==> src/fpbc_pkg.sv <==
// shared constants and carriers for the coprocessor bounce control block
package fpbc_pkg;

   // register byte offsets on the ahb-lite slave
   localparam logic [7:0] OFF_EXC_CTRL = 8'h00;
   localparam logic [7:0] OFF_FAULT = 8'h04;
   localparam logic [7:0] OFF_PRETRIG = 8'h08;
   localparam logic [7:0] OFF_SYS_ID = 8'h0c;

   // exception_control_reg field positions
   localparam int EX_BIT = 31;
   localparam int EN_BIT = 30;
   localparam int V2_BIT = 28;
   localparam int VECTOR_ITERATION_FIELD_LSB = 8;
   localparam int CAUSE_LSB = 0;

   // reset values
   localparam logic [31:0] EXC_CTRL_RST = 32'h4000_0700;
   localparam logic [31:0] WORD_RST = 32'h0000_0000;
   // arbitrary neutral identification value
   localparam logic [31:0] SYS_ID_VAL = 32'h0000_5a01;

   // control register numbers seen by move_to/move_from_ctrl_reg
   localparam logic [3:0] CR_SYS_ID = 4'h0;
   localparam logic [3:0] CR_STATUS = 4'h1;
   localparam logic [3:0] CR_EXC_CTRL = 4'h8;
   localparam logic [3:0] CR_FAULT = 4'h9;
   localparam logic [3:0] CR_PRETRIG = 4'ha;

   // transfer and bank limits
   localparam logic [5:0] MAX_XFER = 6'h20;
   localparam logic [3:0] BANK_SGL = 4'h8;
   localparam logic [3:0] BANK_DBL = 4'h4;
   // cycles after detection from which a new issue is the trigger
   localparam logic [1:0] TRIG_GAP = 2'h2;

   // instruction presented in the decode stage by the core interface
   typedef struct packed {
      logic valid;
      logic stalled;      // held by register or resource hazard
      logic priv;         // core is in a privileged mode
      logic is_ldst;
      logic is_ldm;
      logic is_ctrl;      // move_to_ctrl_reg or move_from_ctrl_reg
      logic [3:0] ctrl_num;
      logic reserved_op;
      logic pwu_undef;
      logic [5:0] xfer_cnt;
      logic is_vec;
      logic [2:0] vec_len;  // length minus one
      logic stride2;
      logic dbl;
      logic [31:0] word;
   } fpbc_dec_t;

   // potential exception report from the first_execute_stage
   typedef struct packed {
      logic detect;
      logic is_vec;
      logic [3:0] cause;
      logic [2:0] remain;  // iterations left after the offending one
      logic [4:0] fd;
      logic [4:0] fn;
      logic [4:0] fm;
      logic [31:0] word;
   } fpbc_exc_t;

endpackage

==> src/fpbc_bounce.sv <==
// bounce and trigger selection for the floating-point coprocessor
//
// What this block does
// - pure illegal bounce leaves exceptional_state_flag clear
// - illegal with pending exception reports flag set
// - bounce reserved opcode combinations
// - bounce undefined load/store P W U combinations
// - bounce control moves to undefined registers
// - bounce user mode moves to privileged registers
// - bounce multiples of zero or over thirty-two
// - bounce vectors that touch a register twice
// - overlapping but unequal vectors are not bounced
// - capture completed next instruction as pre-trigger
// - privileged exception register access is not trigger
// - decode-stalled instruction becomes the trigger
// - issue two cycles after detection is trigger
// - vector window loads and stores pass through
// - scalar detect loads word and records cause
// - block offender, let earlier instructions retire
// - no decode instruction, bounce next one issued
// - occupied decode bounces the cycle after detect
// - directly following control moves still bounce
// - stop later vector iterations, earlier ones retire
// - vector detect rewrites registers and iteration code
// - iteration code is remaining count minus one
// - second_instr_valid_flag marks valid pre-trigger word
// - exception signalled by refusing the next instruction
`timescale 1ns/1ns
module fpbc_bounce (
   // clock and reset
   input wire logic ref_clk_i,
   input wire logic rst_n_i,
   // decode stage and execute reports
   input wire fpbc_pkg::fpbc_dec_t dec_i,
   input wire fpbc_pkg::fpbc_exc_t exc_i,
   // handshake answers to the core
   output logic bounce_o,
   output logic exec_block_o,
   output logic exc_pending_o,
   // ahb-lite register slave
   input wire logic hsel_i,
   input wire logic [31:0] haddr_i,
   input wire logic [1:0] htrans_i,
   input wire logic hwrite_i,
   input wire logic [2:0] hsize_i,
   input wire logic [31:0] hwdata_i,
   input wire logic hready_i,
   output logic [31:0] hrdata_o,
   output logic hreadyout_o,
   output logic hresp_o
);

   // reset release through two flops
   logic rst_s1_r;
   logic rst_n_r;
   always_ff @(posedge ref_clk_i or negedge rst_n_i) begin
      if (!rst_n_i) begin
         rst_s1_r <= 1'b0;
         rst_n_r <= 1'b0;
      end else begin
         rst_s1_r <= 1'b1;
         rst_n_r <= rst_s1_r;
      end
   end

   // vector touches a register twice when length times stride overflows
   function automatic logic vec_wraps(input logic [2:0] len_m1,
                                      input logic stride2,
                                      input logic dbl);
      logic [4:0] span;
      span = {1'b0, 4'({1'b0, len_m1} + 4'h1)} << stride2;
      return span > {1'b0, (dbl ? fpbc_pkg::BANK_DBL : fpbc_pkg::BANK_SGL)};
   endfunction

   // put the offending iteration's registers into the word
   function automatic logic [31:0] set_regs(input logic [31:0] w,
                                            input logic [4:0] fd,
                                            input logic [4:0] fn,
                                            input logic [4:0] fm);
      logic [31:0] r;
      r = w;
      r[15:12] = fd[4:1];
      r[22] = fd[0];
      r[19:16] = fn[4:1];
      r[7] = fn[0];
      r[3:0] = fm[4:1];
      r[5] = fm[0];
      return r;
   endfunction

   // state
   logic ex_r;
   logic en_r;
   logic v2_r;
   logic [2:0] vector_iteration_field_r;
   logic [3:0] cause_r;
   logic [31:0] fault_r;
   logic [31:0] pretrig_r;
   logic vec_r;
   logic first_after_r;
   logic [1:0] gap_r;
   logic acc_prev_r;
   logic [31:0] acc_word_r;
   logic wr_pend_r;
   logic [7:0] wr_addr_r;
   logic [31:0] hrdata_r;

   // illegal instruction decode
   wire ctrl_defined = dec_i.ctrl_num inside {fpbc_pkg::CR_SYS_ID,
      fpbc_pkg::CR_STATUS, fpbc_pkg::CR_EXC_CTRL, fpbc_pkg::CR_FAULT,
      fpbc_pkg::CR_PRETRIG};
   wire ctrl_priv_only = dec_i.ctrl_num inside {fpbc_pkg::CR_EXC_CTRL,
      fpbc_pkg::CR_FAULT, fpbc_pkg::CR_PRETRIG};
   wire exc_reg_access = dec_i.is_ctrl && (ctrl_priv_only ||
      dec_i.ctrl_num == fpbc_pkg::CR_SYS_ID);
   wire ill_reserved = dec_i.reserved_op;
   wire ill_pwu = dec_i.is_ldst && dec_i.pwu_undef;
   wire ill_ctrl = dec_i.is_ctrl && !ctrl_defined;
   wire ill_user = dec_i.is_ctrl && !dec_i.priv && ctrl_priv_only;
   wire ill_xfer = dec_i.is_ldm && (dec_i.xfer_cnt == 6'h00 ||
      dec_i.xfer_cnt > fpbc_pkg::MAX_XFER);
   // only wrap is checked; partial overlap runs unchecked
   wire ill_vec = dec_i.is_vec &&
      vec_wraps(dec_i.vec_len, dec_i.stride2, dec_i.dbl);
   wire illegal = ill_reserved || ill_pwu || ill_ctrl || ill_user ||
      ill_xfer || ill_vec;

   // trigger selection while exceptional
   wire exempt = dec_i.priv && exc_reg_access && !first_after_r;
   wire vec_pass = vec_r && dec_i.is_ldst && !dec_i.stalled &&
      gap_r != fpbc_pkg::TRIG_GAP;
   wire trig = ex_r && !exempt && !vec_pass;
   wire disabled = !en_r && !(dec_i.is_ctrl && dec_i.priv);
   wire bounce = dec_i.valid && (illegal || trig || disabled);

   // ahb-lite decode
   wire ahb_go = hsel_i && hready_i && htrans_i[1];
   wire [7:0] a_off = haddr_i[7:0];
   wire wr_ctrl = wr_pend_r && wr_addr_r == fpbc_pkg::OFF_EXC_CTRL;
   wire wr_fault = wr_pend_r && wr_addr_r == fpbc_pkg::OFF_FAULT;
   wire wr_pre = wr_pend_r && wr_addr_r == fpbc_pkg::OFF_PRETRIG;
   wire [31:0] ctrl_word = {ex_r, en_r, 1'b0, v2_r, 16'h0000, 1'b0,
      vector_iteration_field_r, 4'h0, cause_r};
   wire [31:0] rd_word = (a_off == fpbc_pkg::OFF_EXC_CTRL) ? ctrl_word :
      (a_off == fpbc_pkg::OFF_FAULT) ? fault_r :
      (a_off == fpbc_pkg::OFF_PRETRIG) ? pretrig_r :
      (a_off == fpbc_pkg::OFF_SYS_ID) ? fpbc_pkg::SYS_ID_VAL : 32'h0000_0000;

   // outputs
   assign bounce_o = bounce;
   assign exec_block_o = ex_r;
   assign exc_pending_o = ex_r;
   assign hrdata_o = hrdata_r;
   assign hreadyout_o = 1'b1;
   assign hresp_o = 1'b0;

   // bus pipeline: address phase latched, write done in data phase
   always_ff @(posedge ref_clk_i or negedge rst_n_r) begin
      if (!rst_n_r) begin
         wr_pend_r <= 1'b0;
         wr_addr_r <= 8'h00;
         hrdata_r <= 32'h0000_0000;
      end else begin
         wr_pend_r <= ahb_go && hwrite_i && hsize_i == 3'h2;
         wr_addr_r <= a_off;
         if (ahb_go && !hwrite_i) begin
            hrdata_r <= rd_word;
         end
      end
   end

   // exceptional_state_flag: detection wins over a software clear
   always_ff @(posedge ref_clk_i or negedge rst_n_r) begin
      if (!rst_n_r) begin
         ex_r <= 1'b0;
         en_r <= fpbc_pkg::EXC_CTRL_RST[fpbc_pkg::EN_BIT];
      end else begin
         if (exc_i.detect) begin
            ex_r <= 1'b1;
         end else if (wr_ctrl) begin
            ex_r <= hwdata_i[fpbc_pkg::EX_BIT];
         end
         if (wr_ctrl) begin
            en_r <= hwdata_i[fpbc_pkg::EN_BIT];
         end
      end
   end
   // an illegal bounce never touches ex_r, so it reads 0 or the pending 1

   // faulting word, cause and iteration code
   always_ff @(posedge ref_clk_i or negedge rst_n_r) begin
      if (!rst_n_r) begin
         fault_r <= fpbc_pkg::WORD_RST;
         cause_r <= 4'h0;
         vector_iteration_field_r <= 3'h7;
         vec_r <= 1'b0;
      end else if (exc_i.detect) begin
         cause_r <= exc_i.cause;
         vec_r <= exc_i.is_vec;
         fault_r <= exc_i.is_vec ? set_regs(exc_i.word, exc_i.fd, exc_i.fn,
            exc_i.fm) : exc_i.word;
         vector_iteration_field_r <= exc_i.is_vec ? 3'(exc_i.remain - 3'h1) : 3'h7;
      end else begin
         if (wr_fault) begin
            fault_r <= hwdata_i;
         end
         if (wr_ctrl) begin
            cause_r <= hwdata_i[fpbc_pkg::CAUSE_LSB +: 4];
            vector_iteration_field_r <= hwdata_i[fpbc_pkg::VECTOR_ITERATION_FIELD_LSB +: 3];
         end
      end
   end

   // pre-trigger capture of the instruction already completed
   always_ff @(posedge ref_clk_i or negedge rst_n_r) begin
      if (!rst_n_r) begin
         v2_r <= 1'b0;
         pretrig_r <= fpbc_pkg::WORD_RST;
      end else if (exc_i.detect) begin
         v2_r <= !exc_i.is_vec && acc_prev_r;
         if (!exc_i.is_vec && acc_prev_r) begin
            pretrig_r <= acc_word_r;
         end
      end else begin
         if (wr_ctrl) begin
            v2_r <= hwdata_i[fpbc_pkg::V2_BIT];
         end
         if (wr_pre) begin
            pretrig_r <= hwdata_i;
         end
      end
   end

   // last accepted instruction and trigger timing since detection
   always_ff @(posedge ref_clk_i or negedge rst_n_r) begin
      if (!rst_n_r) begin
         acc_prev_r <= 1'b0;
         acc_word_r <= fpbc_pkg::WORD_RST;
         first_after_r <= 1'b0;
         gap_r <= 2'h0;
      end else begin
         acc_prev_r <= dec_i.valid && !bounce && !ex_r;
         if (dec_i.valid) begin
            acc_word_r <= dec_i.word;
         end
         if (exc_i.detect) begin
            first_after_r <= 1'b1;
            gap_r <= 2'h1;
         end else begin
            if (dec_i.valid) begin
               first_after_r <= 1'b0;
            end
            if (gap_r != 2'h0 && gap_r != fpbc_pkg::TRIG_GAP) begin
               gap_r <= 2'(gap_r + 2'h1);
            end
         end
      end
   end
endmodule // fpbc_bounce

==> config.mk <==
export PLATFORM = sky130hd
export DESIGN_NAME = fpbc_bounce
export DESIGN_NICKNAME = d
export VERILOG_FILES = /design/src/fpbc_pkg.sv /design/src/fpbc_bounce.sv
export SDC_FILE = /design/constraint.sdc
export NUM_CORES = 1
export LEC_CHECK = 0
export BUFFER_PORTS_ARGS = -buffer_cell sky130_fd_sc_hd__buf_4
export CORE_UTILIZATION = 57
export CTS_BUF_LIST = sky130_fd_sc_hd__clkbuf_4
export CTS_CLUSTER_SIZE = 10
export DETAILED_ROUTE_END_ITERATION = 12
export PLACE_DENSITY_LB_ADDON = 0.15
export SLEW_MARGIN = 20
export SYNTH_ARGS = -nofsm -noshare
export SYNTH_HDL_FRONTEND = slang
export SYNTH_SLANG_ARGS = --single-unit
export TNS_END_PERCENT = 50
==> constraint.sdc <==
create_clock -name ref_clk_i -period 8.2 [get_ports ref_clk_i]
set_input_delay 1.64 -clock ref_clk_i [delete_from_list [all_inputs] [get_ports ref_clk_i]]
set_output_delay 1.64 -clock ref_clk_i [all_outputs]
set_load 0.02 [all_outputs]
# After elaboration in Yosys (flattened, before gate mapping)
# Index checks and enable logic that the tools add are counted.
# totals
input_bits,186
out_inout_bits,37
register_bits,154
elab_cells,122
# op_classes
reduce_logical,63
addsub,3
magnitude_cmp,2
n_mux,24
shift,1
eq_ne,12
# op_table
op,count
$mux W32,8
$logic_and A1 B1 Y1,29
$eq A8 B4 Y1 const B,3
$mux W23,1
$eq A8 B3 Y1 const B,2
$logic_not A8 Y1,2
$mux W15,1
$eq A4 B4 Y1 const B,3
$logic_not A1 Y1,12
$mux W4,3
$reduce_bool A2 Y1,6
$logic_or A1 B1 Y1,9
$mux W3,3
$gt A6 B6 Y1 const B,1
$logic_not A6 Y1,1
$mux W1,6
$gt A5 B4 Y1,1
$reduce_bool A5 Y1,1
$shl A4 B1 Y5,1
$add A3 B1 Y4 const B,1
$eq A4 B1 Y1 const B,1
$logic_not A4 Y1,1
$mux W2,2
$eq A3 B2 Y1 const B,1
other kinds (6),6

# Logic depth before layout (Yosys ltp)
# Gate-level depths: netlist (run 1).
# logic_depth
depth_word,15
ltp_mapped,9
mapped_depth_nobuf,9

# Least setup slack after synthesis (run 1)
# No wires, ideal clock.
# synth_timing
kind,input -> output
startpoint,input dec_i[34] (netlist name)
endpoint,output bounce_o
t_arrival_ns,3.033
path_buffers,0
setup_slack_ns,3.527
path_stages,9
t_required_ns,6.560
cell_sequence,ha_1 xor2_1 nand2_1 o21ai_0 ha_1 nor2b_1 o21ai_0 o21ai_1 o31a_1
# synth_via
elab_chain_len,8
# synth_lines
item,line_no,rtl
"start, declared",fpbc_bounce.sv:34,"input wire fpbc_pkg::fpbc_dec_t dec_i,"
$add A3 B1 Y4,fpbc_bounce.sv:71,"span = {1'b0, 4'({1'b0, len_m1} + 4'h1)} << stride2;"
$shl A4 B1 Y5,fpbc_bounce.sv:71,
$gt A5 B4 Y1,fpbc_bounce.sv:72,"return span > {1'b0, (dbl ? fpbc_pkg::BANK_DBL : fpbc_pkg::BANK_SGL)};"
$logic_and A1 B1 Y1,fpbc_bounce.sv:123,wire ill_vec = dec_i.is_vec &&
$logic_or A1 B1 Y1,fpbc_bounce.sv:126,ill_xfer || ill_vec;
$logic_or A1 B1 Y1 (2 in series),fpbc_bounce.sv:134,wire bounce = dec_i.valid && (illegal || trig || disabled);
$logic_and A1 B1 Y1,fpbc_bounce.sv:134,
"end, declared",fpbc_bounce.sv:37,"output logic bounce_o,"
# Every way passes these cells.

# Final worst setup path (run 1)
# Same ends and word-level chain as after synthesis.

==> summary.md, run 1 <==
| Metric | Value |
|---|---|
| Status | `finished clean` |
| Cell variety after synth | `46` |
| Launch point of the worst path | `dec_i[34]` |
| #FFs+latches synth | `154` |
| TritonRoute pass-1 iters | `8` |
| Via-per-instance ratio | `5.929` |
| Dpl hpwl | `11860 µm` |
| Post-layout util | `74.50%` |
| Worst path cell trace | `buf_4 -> ha_1 -> xor2_1 -> nand2_1 -> o21ai_0 -> ha_1 -> nor2b_1 -> o21ai_0 -> o21ai_1 -> o31a_1 -> buf_4` |
| R2R setup slack | `5.93 ns` |
| Chip width | `113.1 µm` |
| Req. time, crit path | `6.56 ns` |
| Worst path bufs/invs | `2` |
| Initial Util | `58.60%` |
| Clock power frac | `36.7%` |
| Final Total Pwr | `1.637 mW` |
| Via count | `5603` |
| Netlist Area Pre-Place | `7039 µm²` |
| Core area | `12010 µm²` |
| Die height | `113.1 µm` |
| Post-route minimum period | `5.021 ns` |
| Crit Path Class | `in -> out` |
| IO Port Bufs | `195` |
| Max frequency | `199.2 MHz` |
| P_sw | `0.3893 mW` |
| RD Place Congestion | `0.8454` |
| CTS clk-pin slew, worst paths | `0.12 ns` |
| Pwr dens | `182.9 nW/µm²` |
| Slowest cell on crit path | `ha_1` |
| Cell taking the most area after synthesis | `dfrtp_1` |
| Hold WS | `0.2504 ns` |
| Crit share post-route | `61.23%` |
| Routed WL | `18420 µm` |
| Slew headroom | `27.46%` |
| Initial drt markers | `378` |
| Hold Buf Count CTS | `0` |
| First-pass GRT wire length | `29120 µm` |
| Die area | `12800 µm²` |
| Hold crit path type | `reg -> async` |
| Worst Setup Slack, final | `3.179 ns` |
| MaxCap Viol Count | `0` |
| Critical Path AT | `3.38 ns` |
| Post-synthesis sequential area ratio | `54.82%` |
| Gate power share | `12.3%` |
| Main synth FF type | `dfrtp_1` |
| H-tree depth | `4` |
| Worst-Skew Late Latency | `0.56 ns` |
| Worst slack at placement | `3.192 ns` |
| Critical path fanouts, max | `3` |
| Pleak | `4.393 nW` |
| Root Driver | `clkbuf_4` |
| Antenna violations before repair | `0` |
| Antenna Cells | `0` |
| Post-synth top cells | `dfrtp_1 (150), mux2i_1 (77), nand2_1 (61)` |
| Setup TNS | `0 ns` |
| Tot GR Track Use | `29.99%` |
| Number of synthesized flops with an enable pin | `0` |
| Detailed-route DRC error count | `0` |
| Final setup vio count | `0` |
| Worst Clk Skew | `0.01209 ns` |
| Syn_area_per_cell | `11.60 µm²` |
| CTS tree | `done` |
| Most common cell in the netlist | `dfrtp_1` |
| Worst path max stage delay | `0.26 ns` |
| Internal | `1.247 mW` |
| Largest net degree at the start of global routing | `86` |
| Async set or reset register ratio after synthesis | `100.0%` |
| Gr ovfl total | `0` |
| Syn-to-layout area delta | `27.12%` |
| Post-cts sizing count | `0` |
| CTS Buf Count | `17` |
| Syn Inst Count | `607` |
| R2R cell count | `5` |
| Vias in the first global route | `5862` |
| RR Endpoint | `fault_r[20]` |
| Synth area leaders | `dfrtp_1 (53%), mux2i_1 (11%), mux2_2 (5.9%), o22a_1 (4.1%), o21ai_0 (3.7%)` |
| Unrepaired setup endpoints after global routing | `false` |
| Least-Margin Pin Slew | `1.088 ns` |
| Share of cells above drive strength 1 | `34.84%` |
| Synth Warn # | `0` |
| Post-CTS Setup Inserts | `0` |
| Worst vdd ir | `0.1667 mV` |
| Seq pwr share | `50.9%` |
| Routed len/inst | `19.49 µm` |
| Clk buf depth | `2` |
| Final Hold Viols | `0` |
| R2R Path Start | `wr_addr_r[4]` |
| I/O Pins | `223` |
| Switching share of power | `23.79%` |
| Share of the synthesized area in the top cell type | `53.32%` |
| Crit. End Element | `output pin` |
| # rows | `40` |
| Clock sinks | `154` |
| Layout Nets | `977` |
| Detail Route Antenna Nets | `0` |
| Fin. max-slew vios | `0` |
| Crit path max-delay family | `compound AO/OA/AOI/OAI gates` |
| Startpoint types | `primary input` |
==> power groups by stage <==
stage	Sequential (mW)	Combinational (mW)	Clock (mW)
floorplan	0.848	0.100	0
global placement	0.850	0.185	0
detailed placement	0.853	0.195	0
CTS	0.839	0.196	0.610
global route	0.839	0.224	0.634
finish	0.833	0.202	0.601
==> kinds of logic after synthesis <==
| kind of cell | share of synthesized area (%) |
|---|---|
| buffers and inverters | 3.555 |
| adder cells (fa/ha/maj) | 1.066 |
| AO/OA/AOI/OAI | 16.19 |
| other | 0.1067 |
| multiplexers | 16.87 |
| AND/OR/NAND/NOR | 7.021 |
| flip-flops | 54.82 |
| XOR/XNOR | 0.3733 |
==> flip-flops by register name, indices dropped and copies added (netlist names), 2 cells and up <==
register / count
gap_r: 2
hrdata_o: 32
wr_addr_r: 8
vector_iteration_field_r: 3
pretrig_r: 32
fault_r: 32
cause_r: 4
acc_word_r: 32
==> through the flow <==
stage	cells	area, µm²
final	945	8949
after global routing	945	8949
after CTS	944	8921
after detailed placement	912	8536
after global placement	912	8536
after floorplan	608	7043
==> cell type report <==
class,instances,area (µm²)
Sequential cell,154,3862
Fill cell,853,3063
Multi-Input combinational cell,400,2939
Timing Repair Buffer,203,1544
Clock inverter,14,250.2
Tap cell,147,183.9
Clock buffer,18,135.1
Inverter,9,33.78
==> worst register-to-register path, cell delays in order, from the launching register on <==
cell and delay [ns]:
dfrtp_1 0.40, nor4b_2 0.40, nand4b_1 0.44, buf_4 0.47
mux2i_1 0.20, o21ai_0 0.26
==> routing by layer <==
metal,global-route usage [%],part of all wire [%],vias to the layer above
li1,-,-,2541
met1,36.43,40,2817
met2,52.35,51,221
met3,6.856,6.7,24
met4,11.05,1.8,0
met5,0,0,-
==> cell usage in the layout, fill, tap and decap left out, types with 3 or more instances in the layout <==
cell type / instances
a22oi_1: 19
inv_1: 9
bufinv_16: 7
dfstp_2: 4
conb_1: 3
dfrtp_1: 149
mux2_2: 37
nand3_1: 4
mux2i_1: 77
o31ai_1: 6
o22a_1: 33
clkinvlp_4: 3
nand2b_1: 5
buf_4: 202
nor2_1: 16
nor2b_1: 3
nand2_1: 61
ha_1: 6
a21oi_1: 14
o21ai_0: 52
o21a_1: 33
clkbuf_4: 18
==> how the worst max path moves through the flow <==
stage	endpoint	slack, ns	depth (start not counted)
floorplan	bounce_o	3.53	9
global placement	bounce_o	3.26	11
detailed placement	bounce_o	3.19	11
CTS	bounce_o	3.18	11
global route	bounce_o	2.97	11
finish	bounce_o	3.18	11
(Power assumes the default switching activity.)
==> inputs of run 2 (changes only) <==
--- a/config.mk
+++ b/config.mk
@@ -6,7 +6,7 @@
 export NUM_CORES = 1
 export LEC_CHECK = 0
 export BUFFER_PORTS_ARGS = -buffer_cell sky130_fd_sc_hd__buf_4
-export CORE_UTILIZATION = 57
+export CORE_UTILIZATION = 53
 export CTS_BUF_LIST = sky130_fd_sc_hd__clkbuf_4
 export CTS_CLUSTER_SIZE = 10
 export DETAILED_ROUTE_END_ITERATION = 12
==> constraint.sdc (replaced) <==
create_clock -name ref_clk_i -period 5.16 [get_ports ref_clk_i]
set_input_delay 1.032 -clock ref_clk_i [delete_from_list [all_inputs] [get_ports ref_clk_i]]
set_output_delay 1.032 -clock ref_clk_i [all_outputs]
set_load 0.02 [all_outputs]
==> summary.md, run 2 (same netlist as run 1, synthesis figures left out) <==
| Metric | Value |
|---|---|
| Antenna Cells | `0 (unchanged)` |
| Crit share post-route | `74.40%` |
| Critical Path AT | `2.81 ns (was 3.38 ns)` |
| Seq pwr share | `55.5% (was 50.9%)` |
| Final setup vio count | `0 (unchanged)` |
| CTS clk-pin slew, worst paths | `0.12 ns (about the same)` |
| Status | `finished clean (unchanged)` |
| Final instance area | `8853 µm² (was 8949 µm²)` |
| Slew headroom | `38.14% (was 27.46%)` |
| Via count | `5523 (was 5603)` |
| Final Total Pwr | `2.386 mW (was 1.637 mW)` |
| Placed cell count | `938 (was 912)` |
| Fillers | `986 (was 853)` |
| Via-per-instance ratio | `5.700 (was 5.929)` |
| Least-Margin Pin Slew | `0.9250 ns (was 1.088 ns)` |
| Largest net degree at the start of global routing | `72 (was 86)` |
| Post-CTS Setup Inserts | `0 (unchanged)` |
| I/O Pins | `223 (unchanged)` |
| Core area | `12770 µm² (was 12010 µm²)` |
| Worst vdd ir | `0.2430 mV (was 0.1667 mV)` |
| Initial Util | `55.11% (was 58.60%)` |
| Die height | `117.2 µm (was 113.1 µm)` |
| Clock sinks | `154 (unchanged)` |
| Critical path fanouts, max | `3 (unchanged)` |
| Met2 WL | `9487 µm (was 9407 µm)` |
| MaxCap Viol Count | `0 (unchanged)` |
| Root Driver | `clkbuf_4 (unchanged)` |
| Layout Nets | `977 (unchanged)` |
| Internal | `1.792 mW (was 1.247 mW)` |
| Detailed-route DRC error count | `0 (unchanged)` |
| Worst slack at placement | `1.346 ns (was 3.192 ns)` |
| CTS Buf Count | `17 (unchanged)` |
| # rows | `41 (was 40)` |
| Commonest cells after routing, fill and taps aside | `buf_4 (203), dfrtp_1 (149), mux2i_1 (77), nand2_1 (61), o21ai_0 (52) (was buf_4 (202), dfrtp_1 (149), mux2i_1 (77), nand2_1 (61), o21ai_0 (52))` |
| Antenna violations before repair | `0 (unchanged)` |
| IO Port Bufs | `195 (unchanged)` |
| Layout Cells excl Fill | `969 (was 945)` |
| Routed len/inst | `19.16 µm (was 19.49 µm)` |
| Syn-to-layout area delta | `25.77% (was 27.12%)` |
| Gr ovfl total | `0 (unchanged)` |
| Final Hold Viols | `0 (unchanged)` |
| Met3 wire len | `1177 µm (was 1240 µm)` |
| TritonRoute pass-1 iters | `5 (was 8)` |
| Gate power share | `13.4% (was 12.3%)` |
| Crit Path Class | `in -> out (unchanged)` |
| Routed WL | `18570 µm (was 18420 µm)` |
| P_sw | `0.5945 mW (was 0.3893 mW)` |
| Detail Route Antenna Nets | `0 (unchanged)` |
| Dpl hpwl | `12250 µm (was 11860 µm)` |
| First-pass GRT wire length | `28620 µm (was 29120 µm)` |
| Crit. End Element | `output pin (unchanged)` |
| Clk buf depth | `2 (unchanged)` |
| Fin. max-slew vios | `0 (unchanged)` |
| RD Place Congestion | `0.8146 (was 0.8454)` |
| Worst-Skew Late Latency | `0.54 ns (was 0.56 ns)` |
| CTS tree | `done (unchanged)` |
| Hold crit path type | `reg -> async (unchanged)` |
| Switching share of power | `24.91% (was 23.79%)` |
| R2R cell count | `4 (was 5)` |
| Vias in the first global route | `5660 (was 5862)` |
| Worst Clk Skew | `0.01684 ns (was 0.01209 ns)` |
| H-tree depth | `4 (unchanged)` |
| Worst Setup Slack, final | `1.321 ns (was 3.179 ns)` |
| Post-cts sizing count | `0 (unchanged)` |
| Highest Signal Layer | `met4 (unchanged)` |
| Req. time, crit path | `4.13 ns (was 6.56 ns)` |
| Pwr dens | `269.5 nW/µm² (was 182.9 nW/µm²)` |
| Hold Buf Count CTS | `0 (unchanged)` |
| Pleak | `4.350 nW (was 4.393 nW)` |
| Max frequency | `260.5 MHz` |
| Tot GR Track Use | `28.45% (was 29.99%)` |
| Die area | `13750 µm² (was 12800 µm²)` |
| Share of cells above drive strength 1 | `34.76% (was 34.84%)` |
| Post-Route M1 WL | `7591 µm (was 7438 µm)` |
| Most common cell after layout, fill and taps aside | `buf_4 (unchanged)` |
| Startpoint types | `primary input (unchanged)` |
| Chip width | `117.2 µm (was 113.1 µm)` |
| DP Area | `8574 µm² (was 8536 µm²)` |
| Setup TNS | `0 ns (unchanged)` |
| Unrepaired setup endpoints after global routing | `false (unchanged)` |
| Post-route minimum period | `3.839 ns` |
| Initial drt markers | `418 (was 378)` |
| Clock power frac | `31.1% (was 36.7%)` |
[run 2: stage by stage]
stage	utilization [%]	hold WS, ns
floorplan	-	0.3312
global placement	67.13	0.2659
detailed placement	67.13	0.2752
CTS	69.31	0.2163
global route	69.31	0.1933
finish	69.31	0.2504
[run 2: metal layers]
layer / global-route usage [%] / vias up
met5: 0 / -
met3: 7.930 / 28
li1: - / 2541
met4: 9.030 / 0
met2: 49.69 / 194
met1: 34.05 / 2760
[run 2: final timing paths]
| path | to | slack [ns] | from |
|---|---|---|---|
| max in group asynchronous | pretrig_r[15] | 3.74 | rst_n_r |
| max | bounce_o | 1.32 | dec_i[34] |
| min | hrdata_o[19] | 0.25 | rst_n_r |
| min reg2reg | hrdata_o[19] | 0.25 | rst_n_r |
| max reg2reg | vector_iteration_field_r[2] | 3.02 | wr_addr_r[4] |
| min in group ref_clk_i | rst_n_r | 0.37 | rst_s1_r |
[run 2: area by class of cell]
type                       instances  area, µm²  share of cell area [%]
clock buffer                      20      150.1                   1.696
clock inverter                    11      128.9                   1.456
inverter                           9      33.78                  0.3816
multi-input combinational        400       2939                   33.20
sequential                       154       3862                   43.63
tap                              172      215.2                   2.431
timing repair buffer             203       1524                   17.21
[run 2: power by group through the flow]
stage                     sequential [mW]  combinational [mW]  clock, mW
after global routing                 1.33               0.354      0.810
after global placement               1.34               0.306          0
after CTS                            1.32               0.322      0.755
after floorplan                      1.35               0.159          0
final                                1.32               0.320      0.742
after detailed placement             1.35               0.321          0
[run 2: critical path: stages]
cell and delay [ns]:
buf_4 0.12, ha_1 0.20, xor2_1 0.18, nand2_1 0.07, o21ai_0 0.08, ha_1 0.27
nor2b_1 0.15, o21ai_0 0.17, o21ai_1 0.10, o31a_1 0.26, buf_4 0.16
==> inputs of run 3 (changes only) <==
--- a/config.mk
+++ b/config.mk
@@ -6,7 +6,7 @@
 export NUM_CORES = 1
 export LEC_CHECK = 0
 export BUFFER_PORTS_ARGS = -buffer_cell sky130_fd_sc_hd__buf_4
-export CORE_UTILIZATION = 53
+export CORE_UTILIZATION = 48
 export CTS_BUF_LIST = sky130_fd_sc_hd__clkbuf_4
 export CTS_CLUSTER_SIZE = 10
 export DETAILED_ROUTE_END_ITERATION = 12
==> constraint.sdc (replaced) <==
create_clock -name ref_clk_i -period 3.5 [get_ports ref_clk_i]
set_input_delay 0.7 -clock ref_clk_i [delete_from_list [all_inputs] [get_ports ref_clk_i]]
set_output_delay 0.7 -clock ref_clk_i [all_outputs]
set_load 0.02 [all_outputs]
==> summary.md, run 3 (same netlist as run 1, synthesis figures left out) <==
| Metric | Value |
|---|---|
| Clk buf depth | `2 (unchanged)` |
| RD Place Congestion | `0.8464 (was 0.8146)` |
| Core area | `14100 µm² (was 12770 µm²)` |
| H-tree depth | `4 (unchanged)` |
| Crit Path Class | `in -> out (unchanged)` |
| TritonRoute pass-1 iters | `5 (unchanged)` |
| CTS tree | `done (unchanged)` |
| Clock sinks | `154 (unchanged)` |
| Die area | `15150 µm² (was 13750 µm²)` |
| Crit. End Element | `output pin (unchanged)` |
| Antenna Cells | `0 (unchanged)` |
| Root Driver | `clkbuf_4 (unchanged)` |
| Worst Setup Slack, final | `0.3435 ns (was 1.321 ns)` |
| Tot GR Track Use | `26.03% (was 28.45%)` |
| Dpl hpwl | `12570 µm (was 12250 µm)` |
| Share of cells above drive strength 1 | `35.45% (was 34.76%)` |
| Post-route minimum period | `3.156 ns` |
| Worst path max stage delay | `0.26 ns (was 0.27 ns)` |
| MaxCap Viol Count | `0 (unchanged)` |
| Detailed-route DRC error count | `0 (unchanged)` |
| Slew headroom | `31.21% (was 38.14%)` |
| First-pass GRT wire length | `29040 µm (was 28620 µm)` |
| Highest Signal Layer | `met4 (unchanged)` |
| Fin. max-slew vios | `0 (unchanged)` |
| Commonest cells after routing, fill and taps aside | `buf_4 (207), dfrtp_1 (149), mux2i_1 (77), nand2_1 (61), o21ai_0 (52) (was buf_4 (203), dfrtp_1 (149), mux2i_1 (77), nand2_1 (61), o21ai_0 (52))` |
| CTS Buf Count | `17 (unchanged)` |
| Hold WS | `0.2467 ns (was 0.2504 ns)` |
| I/O Pins | `223 (unchanged)` |
| Worst slack at placement | `0.3417 ns (was 1.346 ns)` |
| Final Total Pwr | `3.546 mW (was 2.386 mW)` |
| Via count | `5574 (was 5523)` |
| Antenna violations before repair | `0 (unchanged)` |
| Initial Util | `49.94% (was 55.11%)` |
| Pleak | `4.386 nW (was 4.350 nW)` |
| Via-per-instance ratio | `5.665 (was 5.700)` |
| Vias in the first global route | `5602 (was 5660)` |
| Largest net degree at the start of global routing | `69 (was 72)` |
| Critical Path AT | `2.46 ns (was 2.81 ns)` |
| Initial drt markers | `374 (was 418)` |
| Worst vdd ir | `0.3614 mV (was 0.2430 mV)` |
| Most common cell after layout, fill and taps aside | `buf_4 (unchanged)` |
| IO Port Bufs | `195 (unchanged)` |
| Final setup vio count | `0 (unchanged)` |
| Die height | `123.1 µm (was 117.2 µm)` |
| Worst path cell trace | `buf_4 -> ha_1 -> xor2_1 -> nand2_1 -> o21ai_0 -> ha_1 -> nor2b_1 -> o21ai_0 -> o21ai_1 -> o31a_1 -> buf_4 (unchanged)` |
| # rows | `43 (was 41)` |
| Startpoint types | `primary input (unchanged)` |
| Hold crit path type | `in -> reg (was reg -> async)` |
| Max frequency | `316.8 MHz` |
| Pwr dens | `396.9 nW/µm² (was 269.5 nW/µm²)` |
| Detail Route Antenna Nets | `0 (unchanged)` |
| Status | `finished clean (unchanged)` |
| Syn-to-layout area delta | `26.89% (was 25.77%)` |
| Unrepaired setup endpoints after global routing | `false (unchanged)` |
| Layout Nets | `983 (was 977)` |
| Met2 WL | `9322 µm (was 9487 µm)` |
| Critical path fanouts, max | `3 (unchanged)` |
| Worst Clk Skew | `0.02109 ns (was 0.01684 ns)` |
| Final Hold Viols | `0 (unchanged)` |
| Worst-Skew Late Latency | `0.57 ns (was 0.54 ns)` |
| Least-Margin Pin Slew | `1.027 ns (was 0.9250 ns)` |
| Chip width | `123.1 µm (was 117.2 µm)` |
| Setup TNS | `0 ns (unchanged)` |
| Routed len/inst | `19.17 µm (was 19.16 µm)` |
| Crit share post-route | `90.19%` |
| Post-cts sizing count | `0 (unchanged)` |
| CTS clk-pin slew, worst paths | `0.11 ns (was 0.12 ns)` |
| Req. time, crit path | `2.80 ns (was 4.13 ns)` |
| Slowest cell on crit path | `ha_1 (unchanged)` |
| Crit path max-delay family | `compound AO/OA/AOI/OAI gates (unchanged)` |
| Met3 wire len | `1094 µm (was 1177 µm)` |
| Routed WL | `18870 µm (was 18570 µm)` |
| Post-Route M1 WL | `8139 µm (was 7591 µm)` |
| Gr ovfl total | `0 (unchanged)` |
| Worst path bufs/invs | `2 (unchanged)` |
| Post-layout util | `63.37% (was 69.31%)` |
==> run 3: changes by cell type in the layout (fill, tap and decap cells not counted) <==
cell / before / now
buf_4: 203 / 207
clkinv_2: 3 / 6
clkbuf_4: 20 / 18
clkinv_1: 4 / 2
buf_12: 0 / 1
clkinvlp_4: 0 / 1
dlygate4sd3_1: 0 / 1
inv_6: 0 / 1
==> run 3: cell type report <==
cell class              count  area (µm²)
clock buffers              18       135.1
clock inverters            14       152.6
flip-flops and latches    154        3862
inverters                   9       33.78
fillers                  1150        5164
multi-input cells         400        2939
repair buffers            209        1584
well taps                 180       225.2
==> run 3: stage by stage <==
step / area, µm² / std cells
floorplan: 7044 / 608
global placement: 8635 / 951
detailed placement: 8635 / 951
CTS: 8932 / 984
global route: 8932 / 984
finish: 8932 / 984
==> run 3: where the power goes <==
group	internal [mW]	leakage (nW)	switching (mW)
logic	0.254	2.27	0.215
clock network	0.493	0.161	0.630
registers	1.89	1.95	0.0675
total	2.63	4.39	0.912
==> run 3: final timing paths <==
check / startpoint / end / slack, ns / cells past startpoint
max: dec_i[34] / bounce_o / 0.34 / 11
min: haddr_i[1] / wr_addr_r[1] / 0.25 / 1
max reg2reg: wr_addr_r[4] / vector_iteration_field_r[2] / 1.31 / 4
min reg2reg: rst_n_r / acc_word_r[27] / 0.31 / 0
max in group asynchronous: rst_n_r / acc_word_r[5] / 2.16 / 1
min in group asynchronous: rst_n_r / acc_word_r[27] / 0.31 / 0
==> run 3: per-layer routing <==
metal  vias to the layer above  track usage, %
met5                         -               0
met4                         0           8.283
met3                        23           6.780
met2                       181           43.29
met1                      2812           33.24
li1                       2558               -
==> run 3: repair_timing <==
action	in CTS	in global routing
buffers inserted	0	0
endpoints found under the setup margin	0	0
hold buffers	1	0
hold endpoints to repair	2	0
